<file path="src/common/mcb_pkg.sv">
// Constants and carrier types for the multi-device channel bonding block
package mcb_pkg;
	// ==========================================================
	// Bond status bus line codes
	localparam logic [1:0] BOND_RSVD = 2'h0;
	localparam logic [1:0] BOND_ADD = 2'h1;
	localparam logic [1:0] BOND_DEL = 2'h2;
	localparam logic [1:0] BOND_NORM = 2'h3;

	// ==========================================================
	// Geometry and register map (byte addresses)
	localparam int NCH = 4;
	localparam logic [3:0] REG_CTRL = 4'h0;
	localparam logic [3:0] REG_STATUS = 4'h4;
	localparam logic [5:0] CTRL_RESET = 6'h00;
	localparam logic [31:0] RDATA_RESET = 32'h00000000;

	// ==========================================================
	// Pin synchroniser: {bondStatus[1:0], allBonded, role, hold_n, selD, selB}
	localparam int PIN_W = 7;
	localparam logic [6:0] PIN_SYNC_RST = 7'h74;

	// ==========================================================
	// Carriers
	typedef struct packed {
		logic [3:0] members;
		logic rxClkIsRef;
		logic quadBondEn;
	} mcb_ctrl_s;

	typedef struct packed {
		logic [3:0] bondSeqDet;
		logic [3:0] framingValid;
		logic [1:0] lineCode;
		logic [1:0] masterIdx;
		logic allBondedLine;
		logic resolved;
		logic driving;
		logic isMaster;
	} mcb_stat_s;

	typedef struct packed {
		logic [3:0] framingValid;
		logic [3:0] bondSeqDet;
		logic [3:0] ebAdd;
		logic [3:0] ebDel;
	} mcb_chan_s;
endpackage

</file>
<file path="src/verilog/mcb_bond_ctrl.sv">
// Inter-device receive channel bonding control with Avalon-MM registers
// How it works
// RL1: Bus codes: 00 reserved, 01 add K28.5 after framing, 10 delete, 11 normal.
// RL2: Bus driven only as master, four channels bonded, receive clocked by ref.
// RL3: Bus values update on every character-rate clock edge.
// RL4: Master places its selected master channel's buffer status on the bus.
// RL5: Master channel picked by the two master channel select inputs.
// RL6: System wires master bus outputs to every slave's bus inputs.
// RL7: Role select low means master driving bus; high means slave listening.
// RL8: Role select ignored unless quad bonding and ref-clocked receive.
// RL9: All-bonded line is active high wired-AND, tied across the domain.
// RL10: All-bonded held low during resolution; released once all framed.
// RL11: All-bonded driven only with four-channel bonding and ref clocking.
// RL12: Hold low blocks offset moves until every bonded channel saw sequence.
// RL13: Hold high lets each channel with the sequence align its buffer.
// RL14: Bonding only when the master channel belongs to the group.
// RL15: System sets offset adjust hold equally on all devices.
// RL16: Slave applies received add or delete commands to its buffers.
`timescale 1ns/1ps
`default_nettype none
module mcb_bond_ctrl
	import mcb_pkg::*;
(
	input wire logic ref_clk,
	input wire logic rst_b,
	input wire logic [3:0] avs_address,
	input wire logic avs_read,
	input wire logic avs_write,
	input wire logic [31:0] avs_writedata,
	output logic [31:0] avs_readdata,
	output logic avs_waitrequest,
	input wire mcb_chan_s chanIn,
	input wire logic [1:0] bondStatusIn,
	output logic [1:0] bondStatusOut,
	output logic [1:0] bondStatusOe_b,
	input wire logic allBondedIn,
	output logic allBondedOut,
	output logic allBondedOe_b,
	input wire logic deviceRoleSelect,
	input wire logic offsetAdjustHold_n,
	input wire logic masterChannelSelB,
	input wire logic masterChannelSelD,
	output logic [3:0] chAlignPermit,
	output logic slaveEbAdd,
	output logic slaveEbDel
);
	// ==========================================================
	// Pin synchronisation
	logic [PIN_W-1:0] pinSync;
	logic [1:0] lineCode;
	logic allBondedLine;
	logic roleSync;
	logic holdSync_n;
	logic [1:0] masterIdx;

	mcb_sync2 #(
		.W(PIN_W),
		.RST_VAL(PIN_SYNC_RST)
	) u_pin_sync (
		.ref_clk(ref_clk),
		.rst_b(rst_b),
		.pinIn({bondStatusIn, allBondedIn, deviceRoleSelect,
			offsetAdjustHold_n, masterChannelSelD, masterChannelSelB}),
		.syncOut(pinSync)
	);

	always_comb begin
		lineCode = pinSync[6:5];
		allBondedLine = pinSync[4];
		roleSync = pinSync[3];
		holdSync_n = pinSync[2];
		masterIdx = pinSync[1:0]; // [RL5]
	end

	// ==========================================================
	// Register file and Avalon-MM slave
	mcb_ctrl_s ctrl_q;
	mcb_ctrl_s ctrl_d;
	mcb_stat_s stat;
	logic wait_d;
	logic [31:0] rdata_d;
	logic reqOn;
	logic accept;

	always_comb begin
		reqOn = avs_read | avs_write;
		accept = reqOn & ~avs_waitrequest;
		// One wait state, then a single acknowledge cycle
		wait_d = ~(reqOn & avs_waitrequest);
		rdata_d = avs_readdata;
		if (reqOn && avs_waitrequest) begin
			unique case (avs_address)
				REG_CTRL: rdata_d = {26'h0000000, ctrl_q};
				REG_STATUS: rdata_d = {16'h0000, stat};
				default: rdata_d = 32'h00000000;
			endcase
		end
		ctrl_d = ctrl_q;
		if (accept && avs_write && avs_address == REG_CTRL) begin
			ctrl_d = avs_writedata[5:0];
		end
	end

	always_ff @(posedge ref_clk or negedge rst_b) begin
		if (!rst_b) begin
			ctrl_q <= CTRL_RESET;
			avs_waitrequest <= 1'b1;
			avs_readdata <= RDATA_RESET;
		end else begin
			ctrl_q <= ctrl_d;
			avs_waitrequest <= wait_d;
			avs_readdata <= rdata_d;
		end
	end

	// ==========================================================
	// Bonding decisions
	logic bondEnable;
	logic fourBonded;
	logic isMaster;
	logic isSlave;
	logic groupOk;
	logic allDet;
	logic allFramed;
	logic resolved;
	logic busDrive;
	logic [1:0] busCode;
	logic abDrive;

	always_comb begin
		// Role pin means nothing outside ref-clocked quad bonding
		bondEnable = ctrl_q.quadBondEn & ctrl_q.rxClkIsRef; // [RL8]
		fourBonded = bondEnable & (&ctrl_q.members); // [RL11]
		isMaster = bondEnable & ~roleSync; // [RL7]
		isSlave = bondEnable & roleSync; // [RL7]
		groupOk = ctrl_q.members[masterIdx]; // [RL14]
		allDet = &(chanIn.bondSeqDet | ~ctrl_q.members);
		allFramed = &(chanIn.framingValid | ~ctrl_q.members);
		resolved = groupOk & allDet;
		busDrive = isMaster & fourBonded; // [RL2]
		// Add takes priority should a channel flag both at once
		if (chanIn.ebAdd[masterIdx]) begin // [RL4]
			busCode = BOND_ADD; // [RL1]
		end else if (chanIn.ebDel[masterIdx]) begin
			busCode = BOND_DEL; // [RL1]
		end else begin
			busCode = BOND_NORM; // [RL1]
		end
		abDrive = fourBonded & ~(resolved & allFramed); // [RL10]
		stat = '{bondSeqDet: chanIn.bondSeqDet,
			framingValid: chanIn.framingValid, lineCode: lineCode,
			masterIdx: masterIdx, allBondedLine: allBondedLine,
			resolved: resolved, driving: busDrive, isMaster: isMaster};
	end

	// ==========================================================
	// Open-drain lines, registered every character clock
	mcb_od_drv #(
		.W(2)
	) u_status_drv (
		.ref_clk(ref_clk),
		.rst_b(rst_b),
		.enable(busDrive), // [RL3]
		.level(busCode),
		.pinOut(bondStatusOut),
		.pinOe_b(bondStatusOe_b)
	);

	// Only ever pulls low, so the tied lines form a wired AND
	mcb_od_drv #(
		.W(1)
	) u_allbond_drv ( // [RL9]
		.ref_clk(ref_clk),
		.rst_b(rst_b),
		.enable(abDrive), // [RL11]
		.level(1'b0),
		.pinOut(allBondedOut),
		.pinOe_b(allBondedOe_b)
	);

	// ==========================================================
	// Offset alignment permits and slave buffer commands
	logic [3:0] permit_d;
	logic slvAdd_d;
	logic slvDel_d;

	always_comb begin
		permit_d = 4'h0;
		if (groupOk) begin // [RL14]
			if (!holdSync_n) begin
				permit_d = allDet ? ctrl_q.members : 4'h0; // [RL12]
			end else begin
				permit_d = chanIn.bondSeqDet & ctrl_q.members; // [RL13]
			end
		end
		// Reserved code is ignored; line skew adds sync latency
		slvAdd_d = isSlave & (lineCode == BOND_ADD); // [RL16]
		slvDel_d = isSlave & (lineCode == BOND_DEL); // [RL16]
	end

	always_ff @(posedge ref_clk or negedge rst_b) begin
		if (!rst_b) begin
			chAlignPermit <= 4'h0;
			slaveEbAdd <= 1'b0;
			slaveEbDel <= 1'b0;
		end else begin
			chAlignPermit <= permit_d;
			slaveEbAdd <= slvAdd_d;
			slaveEbDel <= slvDel_d;
		end
	end
endmodule
`default_nettype wire

</file>
<file path="src/verilog/mcb_od_drv.sv">
// Registered open-drain pin driver: pulls low, otherwise releases
`timescale 1ns/1ps
`default_nettype none
module mcb_od_drv #(
	parameter int W = 1
) (
	input wire logic ref_clk,
	input wire logic rst_b,
	input wire logic enable,
	input wire logic [W-1:0] level,
	output logic [W-1:0] pinOut,
	output logic [W-1:0] pinOe_b
);
	logic [W-1:0] oe_d;

	// Ones are never driven; the pull-up makes them
	always_comb begin
		oe_d = enable ? level : '1;
	end

	always_ff @(posedge ref_clk or negedge rst_b) begin
		if (!rst_b) begin
			pinOut <= '0;
			pinOe_b <= '1;
		end else begin
			pinOut <= '0;
			pinOe_b <= oe_d;
		end
	end
endmodule
`default_nettype wire

</file>
<file path="src/verilog/mcb_sync2.sv">
// Two-flop synchroniser for asynchronous pin inputs
`timescale 1ns/1ps
`default_nettype none
module mcb_sync2 #(
	parameter int W = 1,
	parameter logic [W-1:0] RST_VAL = '0
) (
	input wire logic ref_clk,
	input wire logic rst_b,
	input wire logic [W-1:0] pinIn,
	output logic [W-1:0] syncOut
);
	logic [W-1:0] meta_q;
	logic [W-1:0] meta_d;
	logic [W-1:0] sync_d;

	always_comb begin
		meta_d = pinIn;
		sync_d = meta_q;
	end

	// First stage is read only by the second stage
	always_ff @(posedge ref_clk or negedge rst_b) begin
		if (!rst_b) begin
			meta_q <= RST_VAL;
			syncOut <= RST_VAL;
		end else begin
			meta_q <= meta_d;
			syncOut <= sync_d;
		end
	end
endmodule
`default_nettype wire
</file>
<file path="config.mk">
export PLATFORM = sky130hd
export DESIGN_NAME = mcb_bond_ctrl
export DESIGN_NICKNAME = d
export VERILOG_FILES = /design/src/common/mcb_pkg.sv /design/src/verilog/mcb_bond_ctrl.sv /design/src/verilog/mcb_od_drv.sv /design/src/verilog/mcb_sync2.sv
export SDC_FILE = /design/constraint.sdc
export NUM_CORES = 1
export LEC_CHECK = 0
export BUFFER_PORTS_ARGS = -buffer_cell sky130_fd_sc_hd__buf_2
export CAP_MARGIN = 20
export CORE_MARGIN = 2
export CORE_UTILIZATION = 47
export CTS_BUF_LIST = sky130_fd_sc_hd__clkbuf_16
export DETAILED_ROUTE_END_ITERATION = 8
export MAX_ROUTING_LAYER = met4
export PLACE_DENSITY_LB_ADDON = 0.12
export REMOVE_ABC_BUFFERS = 1
export SYNTH_ARGS = -nofsm -noshare
export SYNTH_HDL_FRONTEND = slang
export SYNTH_SLANG_ARGS = --single-unit
</file>
<file path="constraint.sdc">
create_clock -name ref_clk -period 2.15 [get_ports ref_clk]
set_input_delay 0.645 -clock ref_clk [delete_from_list [all_inputs] [get_ports ref_clk]]
set_output_delay 0.645 -clock ref_clk [all_outputs]
set_load 0.01 [all_outputs]
</file>
==> results of run 1 <==
## sequential cells by signal (all words and copies together) (netlist names)
| name | count |
|---|---|
| slaveEbAdd | 1 |
| avs_waitrequest | 1 |
| ctrl_q | 6 |
| chAlignPermit | 4 |
| u_pin_sync.meta_q | 7 |
| u_status_drv.pinOe_b | 2 |
| avs_readdata | 16 |
| slaveEbDel | 1 |
| u_pin_sync.syncOut | 7 |
| u_allbond_drv.pinOe_b | 1 |
## metal layers
layer	share of wire [%]	global-route usage, %	up-vias
li1	-	-	610
met1	41	22.4	649
met2	51	30.4	52
met3	6.6	5.50	6
met4	1.3	6.89	0
met5	0	-	-
## path summary, 6_finish.rpt
| check | endpoint | slack, ns | from | depth (start not counted) |
|---|---|---|---|---|
| hold / removal | avs_readdata[14] | 0.33 | rst_b | 1 |
| hold reg to reg | u_pin_sync.syncOut[1] | 0.35 | u_pin_sync.meta_q[1] | 0 |
| min in group ref_clk | u_pin_sync.syncOut[1] | 0.35 | u_pin_sync.meta_q[1] | 0 |
| max in group asynchronous | u_allbond_drv.pinOe_b | 1.23 | rst_b | 2 |
| setup / recovery | avs_waitrequest | 0.54 | avs_waitrequest | 1 |
| setup reg to reg | avs_readdata[8] | 0.74 | avs_waitrequest | 4 |
## synthesized netlist by cell type
| library cell | count | area (um^2) |
|---|---|---|
| inv_1 | 7 | 26.3 |
| o21ai_0 | 10 | 50.1 |
| conb_1 | 1 | 3.75 |
| nand3_1 | 1 | 5.00 |
| mux2_2 | 6 | 67.6 |
| dfstp_2 | 12 | 315 |
| nor2b_1 | 4 | 25.0 |
| dfrtp_1 | 34 | 851 |
| nor3b_1 | 2 | 15.0 |
| nand2b_2 | 1 | 8.76 |
| mux2i_1 | 4 | 40.0 |
| a2111oi_4 | 1 | 27.5 |
| o21ai_1 | 3 | 15.0 |
| a31oi_1 | 1 | 6.26 |
| nor2_1 | 5 | 18.8 |
| nand2_1 | 9 | 33.8 |
| nor2_4 | 1 | 11.3 |
| nand3_2 | 1 | 10.0 |
| buf_2 | 2 | 10.0 |
| o21ai_2 | 1 | 8.76 |
| a22oi_1 | 1 | 7.51 |
| nor3_1 | 4 | 20.0 |
| buf_4 | 19 | 143 |
| a22o_1 | 10 | 87.6 |
| mux4_2 | 3 | 67.6 |
| nand3b_1 | 1 | 7.51 |
| nor2b_4 | 1 | 13.8 |
| nand4_1 | 1 | 6.26 |
| o221ai_1 | 1 | 8.76 |
## area by class of cell
class                           instances  area [um^2]  area share, %
Clock buffer                            5          125           5.28
Clock inverter                          3         17.5          0.740
Multi-Input combinational cell         91          633           26.7
Inverter                                7         26.3           1.11
Timing Repair Buffer                   64          338           14.3
Tap cell                               50         62.6           2.64
Sequential cell                        46         1170           49.2
## stage by stage
stage / hold WS [ns] / std cells / cell area, um^2 / power, W / utilization [%]
floorplan: 0.331 / 144 / 1830 / 0.00114 / -
global placement: 0.333 / 258 / 2230 / 0.00125 / 56.5
detailed placement: 0.337 / 258 / 2230 / 0.00127 / 56.5
CTS: 0.346 / 266 / 2370 / 0.00200 / 60.1
global route: 0.355 / 266 / 2370 / 0.00209 / 60.1
finish: 0.329 / 266 / 2370 / 0.00198 / 60.1
## power breakdown
group / internal [W] / total, W / leakage, nW / switching, W
sequential: 0.000930 / 0.000989 / 0.578 / 0.0000588
combinational: 0.000126 / 0.000263 / 0.549 / 0.000137
clock: 0.000426 / 0.000728 / 0.0750 / 0.000303
total: 0.00148 / 0.00198 / 1.20 / 0.000499
## worst reg2reg max path, stage by stage (launching register included)
cell	delay (ns)
dfstp_2	0.55
o21ai_2	0.06
nand2b_2	0.24
nor2_4	0.29
a22o_1	0.20
## kinds of logic after synthesis
logic type | count (synthesis) | share of synthesized area [%]
buffers and inverters | 28 | 9.37
AOI/OAI and AO/OA | 28 | 11.1
other | 1 | 0.196
muxes | 13 | 9.17
and+or+nand+nor | 31 | 9.17
DFF | 46 | 61.0
==> impl_metrics.json, run 1 <==
{
  "slew_headroom_pct": 65.8,
  "clkSinkCount": 46,
  "drt-vias-per-instance": 4.95,
  "worstPathArrival_ns": 0.96,
  "grt_max_degree": 25,
  "outcome": "finished clean",
  "filler_cell_count": 323,
  "synth-seq-cells": 46,
  "dieArea_mm2": 0.00459,
  "grt_pass1_wl_um": 6000,
  "cts_hold_buf": 0,
  "hpwl_um": 2890,
  "fin_skew_ns": 0.00446,
  "ioPinCount": 108,
  "max_freq_mhz": 622,
  "clock_path_buffers": 2,
  "start_util_pct": 48.5,
  "gp_congestion": 0.798,
  "cts_inserted_buffers": 5,
  "die_y_um": 67.8,
  "grt_pass1_vias": 1280,
  "fin_ws_ns": 0.541,
  "ctsResizeCount": 0,
  "critPathSlowestCell": "dfstp_2",
  "path_delay_family": "flip-flops",
  "yosysWarningCount": 0,
  "seq_area_frac_synth_pct": 61.0,
  "critPathKind": "flip-flop to primary output",
  "cts.root.buffer_cell": "clkbuf_16",
  "cp_cell_sequence": "buf_2",
  "clkTransAtPathRegs_ns": 0.06,
  "finalHoldViolations": 0,
  "postSynthAreaPerCell_um2": 13.0,
  "tns_ns": 0,
  "timing.final.crit_share_pct": 74.8,
  "pre_cts_ws_ns": 0.319,
  "layout-drive-gt1-share_pct": 45.4,
  "cp_max_fo": 3,
  "worst-slew-pin-transition_ns": 0.513,
  "syn_area_mm2": 0.00191,
  "layout_common_cells": "buf_2, dfrtp_1, conb_1",
  "setup_violations": 0,
  "ant_nets": 0,
  "die_w_um": 67.8,
  "yosysUniqueCellTypes": 29,
  "maxCapViolCount": 0,
  "num_rows": 23,
  "worstPathRequired_ns": 1.50,
  "cpPeakStageDelay_ns": 0.55,
  "crit_buf_inv": 1,
  "grt_usage_pct": 18.8,
  "power.leakage_nw": 1.20,
  "antenna_found_initial": 0,
  "vias": 1317,
  "antenna_cells": 0,
  "area_delta_synth_final_pct": 24.0,
  "layout_commonest_cell": "buf_2",
  "drv_slew": 0,
  "overflow": 0,
  "post_drt_wl_per_cell_um": 14.7,
  "detail_route.wirelength_um": 3910,
  "cp-start-kind": "flip-flop",
  "h-tree-depth": 2,
  "synthCells": 147,
  "rsz0062_at_grt": "no",
  "postCtsSetupBuffers": 0,
  "io_buffers": 62,
  "fp.coreArea_mm2": 0.00394,
  "firstDrtPassIters": 4,
  "max-vdd-ir-drop_uv": 463,
  "hold_path_class": "input port to asynchronous set/reset pin",
  "nets": 278,
  "crit_path_end_kind": "primary output",
  "drt_iter0_drc": 39,
  "insertion_delay_ns": 0.28,
  "tritoncts": "done",
  "drc_errors": 0,
  "power_density_mw_per_mm2": 836,
  "fin_crit_ns": 1.61
}
Power figures use the tool's default switching activity.
==> run 2: changes to the inputs <==
--- a/config.mk
+++ b/config.mk
@@ -8,7 +8,7 @@
 export BUFFER_PORTS_ARGS = -buffer_cell sky130_fd_sc_hd__buf_2
 export CAP_MARGIN = 20
 export CORE_MARGIN = 2
-export CORE_UTILIZATION = 47
+export CORE_UTILIZATION = 43
 export CTS_BUF_LIST = sky130_fd_sc_hd__clkbuf_16
 export DETAILED_ROUTE_END_ITERATION = 8
 export MAX_ROUTING_LAYER = met4
==> constraint.sdc (replaced) <==
create_clock -name ref_clk -period 1.6 [get_ports ref_clk]
set_input_delay 0.48 -clock ref_clk [delete_from_list [all_inputs] [get_ports ref_clk]]
set_output_delay 0.48 -clock ref_clk [all_outputs]
set_load 0.01 [all_outputs]
==> run 2 against run 1 <==
Sequential cell count stayed put. Power is 35% higher. Utilization is 4.3 points lower. Sequential power is 32% higher. Global-route usage is 1.5 points lower. Die area is 8.7% higher. Clock skew is 0.0024 ns higher. Critical path depth stayed put. Critical endpoint unchanged. Largest cell class unchanged. Largest power group unchanged. Highest routed layer unchanged.
==> impl_metrics.json, run 2 (synthesized netlist as in run 1, its figures left out) <==
{
  "vias": 1315,
  "clkTransAtPathRegs_ns": 0.06,
  "gp_congestion": 0.855,
  "critPathKind": "flip-flop to primary output",
  "reg_top3": "avs_readdata (16), u_pin_sync.meta_q (7), u_pin_sync.syncOut (7)",
  "filler_cell_count": 400,
  "instances_no_fill": 274,
  "crit_buf_inv": 1,
  "cp_max_fo": 3,
  "grt_usage_pct": 17.4,
  "drc_errors": 0,
  "die_w_um": 70.7,
  "finalHoldViolations": 0,
  "cp_cell_sequence": "buf_2",
  "timing.final.crit_share_pct": 89.6,
  "die_y_um": 70.7,
  "max_freq_mhz": 697,
  "cts_hold_buf": 0,
  "fp.coreArea_mm2": 0.00432,
  "pre_cts_ws_ns": 0.0220,
  "overflow": 0,
  "stdcell_area_mm2": 0.00241,
  "power.leakage_nw": 1.23,
  "tritoncts": "done",
  "maxCapViolCount": 0,
  "seq_area_mm2": 0.00117,
  "drt-vias-per-instance": 4.80,
  "grt_pass1_wl_um": 6470,
  "rsz0062_at_grt": "no",
  "outcome": "finished clean",
  "power_density_mw_per_mm2": 1110,
  "ctsResizeCount": 0,
  "ioPinCount": 108,
  "cts.root.buffer_cell": "clkbuf_16",
  "nets": 284,
  "fin_ws_ns": 0.166,
  "clkSinkCount": 46,
  "crit_start": "avs_waitrequest",
  "grt_pass1_vias": 1326,
  "detail_route.wirelength_um": 3880,
  "postCtsSetupBuffers": 0,
  "crit_path_end_kind": "primary output",
  "start_util_pct": 44.2,
  "setup_violations": 0,
  "dp_cells": 266,
  "clock_path_buffers": 2,
  "num_rows": 24,
  "tns_ns": 0,
  "fin_crit_ns": 1.43,
  "largest_reg_flops": 16,
  "layout_common_cells": "buf_2, dfrtp_1, conb_1",
  "io_buffers": 62,
  "hpwl_um": 2870,
  "worstPathRequired_ns": 1.12,
  "ant_nets": 0,
  "worstReg2RegStart": "u_pin_sync.syncOut[1]",
  "antenna_found_initial": 0,
  "post_drt_wl_per_cell_um": 14.2,
  "layout_commonest_cell": "buf_2",
  "path_delay_family": "flip-flops",
  "critPathSlowestCell": "dfstp_2",
  "area_delta_synth_final_pct": 26.2,
  "hold_path_class": "input port to asynchronous set/reset pin",
  "largest_register": "avs_readdata",
  "drt_iter0_drc": 35,
  "cp-start-kind": "flip-flop",
  "power_w": 0.00267,
  "worstPathArrival_ns": 0.95,
  "layout-drive-gt1-share_pct": 46.4,
  "cpPeakStageDelay_ns": 0.54,
  "firstDrtPassIters": 4,
  "reg2reg_slack_ns": 0.20,
  "fin_skew_ns": 0.00684,
  "insertion_delay_ns": 0.28,
  "drv_slew": 0,
  "grt_max_degree": 47,
  "multi_input_area_um2": 633,
  "max-vdd-ir-drop_uv": 485,
  "h-tree-depth": 2,
  "antenna_cells": 0,
  "cts_inserted_buffers": 5,
  "dieArea_mm2": 0.00499,
  "placed_area_mm2": 0.00227
}
run 2: cell types whose count changed in the layout (fill, tap and decap cells not counted):
cell / delta
buf_4: +6
clkinv_1: +1
clkinv_4: -1
run 2: cell type report:
class / instances / share of cell area [%]
flip-flops and latches: 46 / 48.4
multi-input cells: 91 / 26.3
repair buffers: 70 / 15.9
clock buffers: 5 / 5.19
well taps: 52 / 2.70
inverters: 7 / 1.09
clock inverters: 3 / 0.519
run 2: final timing paths:
kind	end	cells after the start
setup / recovery	avs_waitrequest	1
hold / removal	avs_readdata[14]	2
setup reg to reg	chAlignPermit[1]	3
hold reg to reg	u_pin_sync.syncOut[0]	0
max in group asynchronous	u_pin_sync.meta_q[5]	2
min in group ref_clk	u_pin_sync.meta_q[4]	1
run 2: routing by layer:
metal / up-vias / global-route usage [%] / routed length, um
met4: 0 / 5.66 / 55
met5: - / - / 0
met1: 631 / 20.6 / 1590
met2: 55 / 28.5 / 1960
met3: 7 / 5.27 / 273
li1: 622 / - / -
run 2: per-stage QoR:
step / util (%) / hold WS, ns
3_3_place_gp: 52.6 / 0.333
4_1_cts: 55.8 / 0.176
2_1_floorplan: - / 0.184
6_report: 55.8 / 0.170
3_5_place_dp: 52.6 / 0.336
5_1_grt: 55.8 / 0.184
run 2: power breakdown:
| group | internal (W) | total, W | switching, W |
|---|---|---|---|
| Sequential | 0.00125 | 0.00131 | 0.0000650 |
| Combinational | 0.000187 | 0.000383 | 0.000197 |
| Clock | 0.000564 | 0.000971 | 0.000407 |
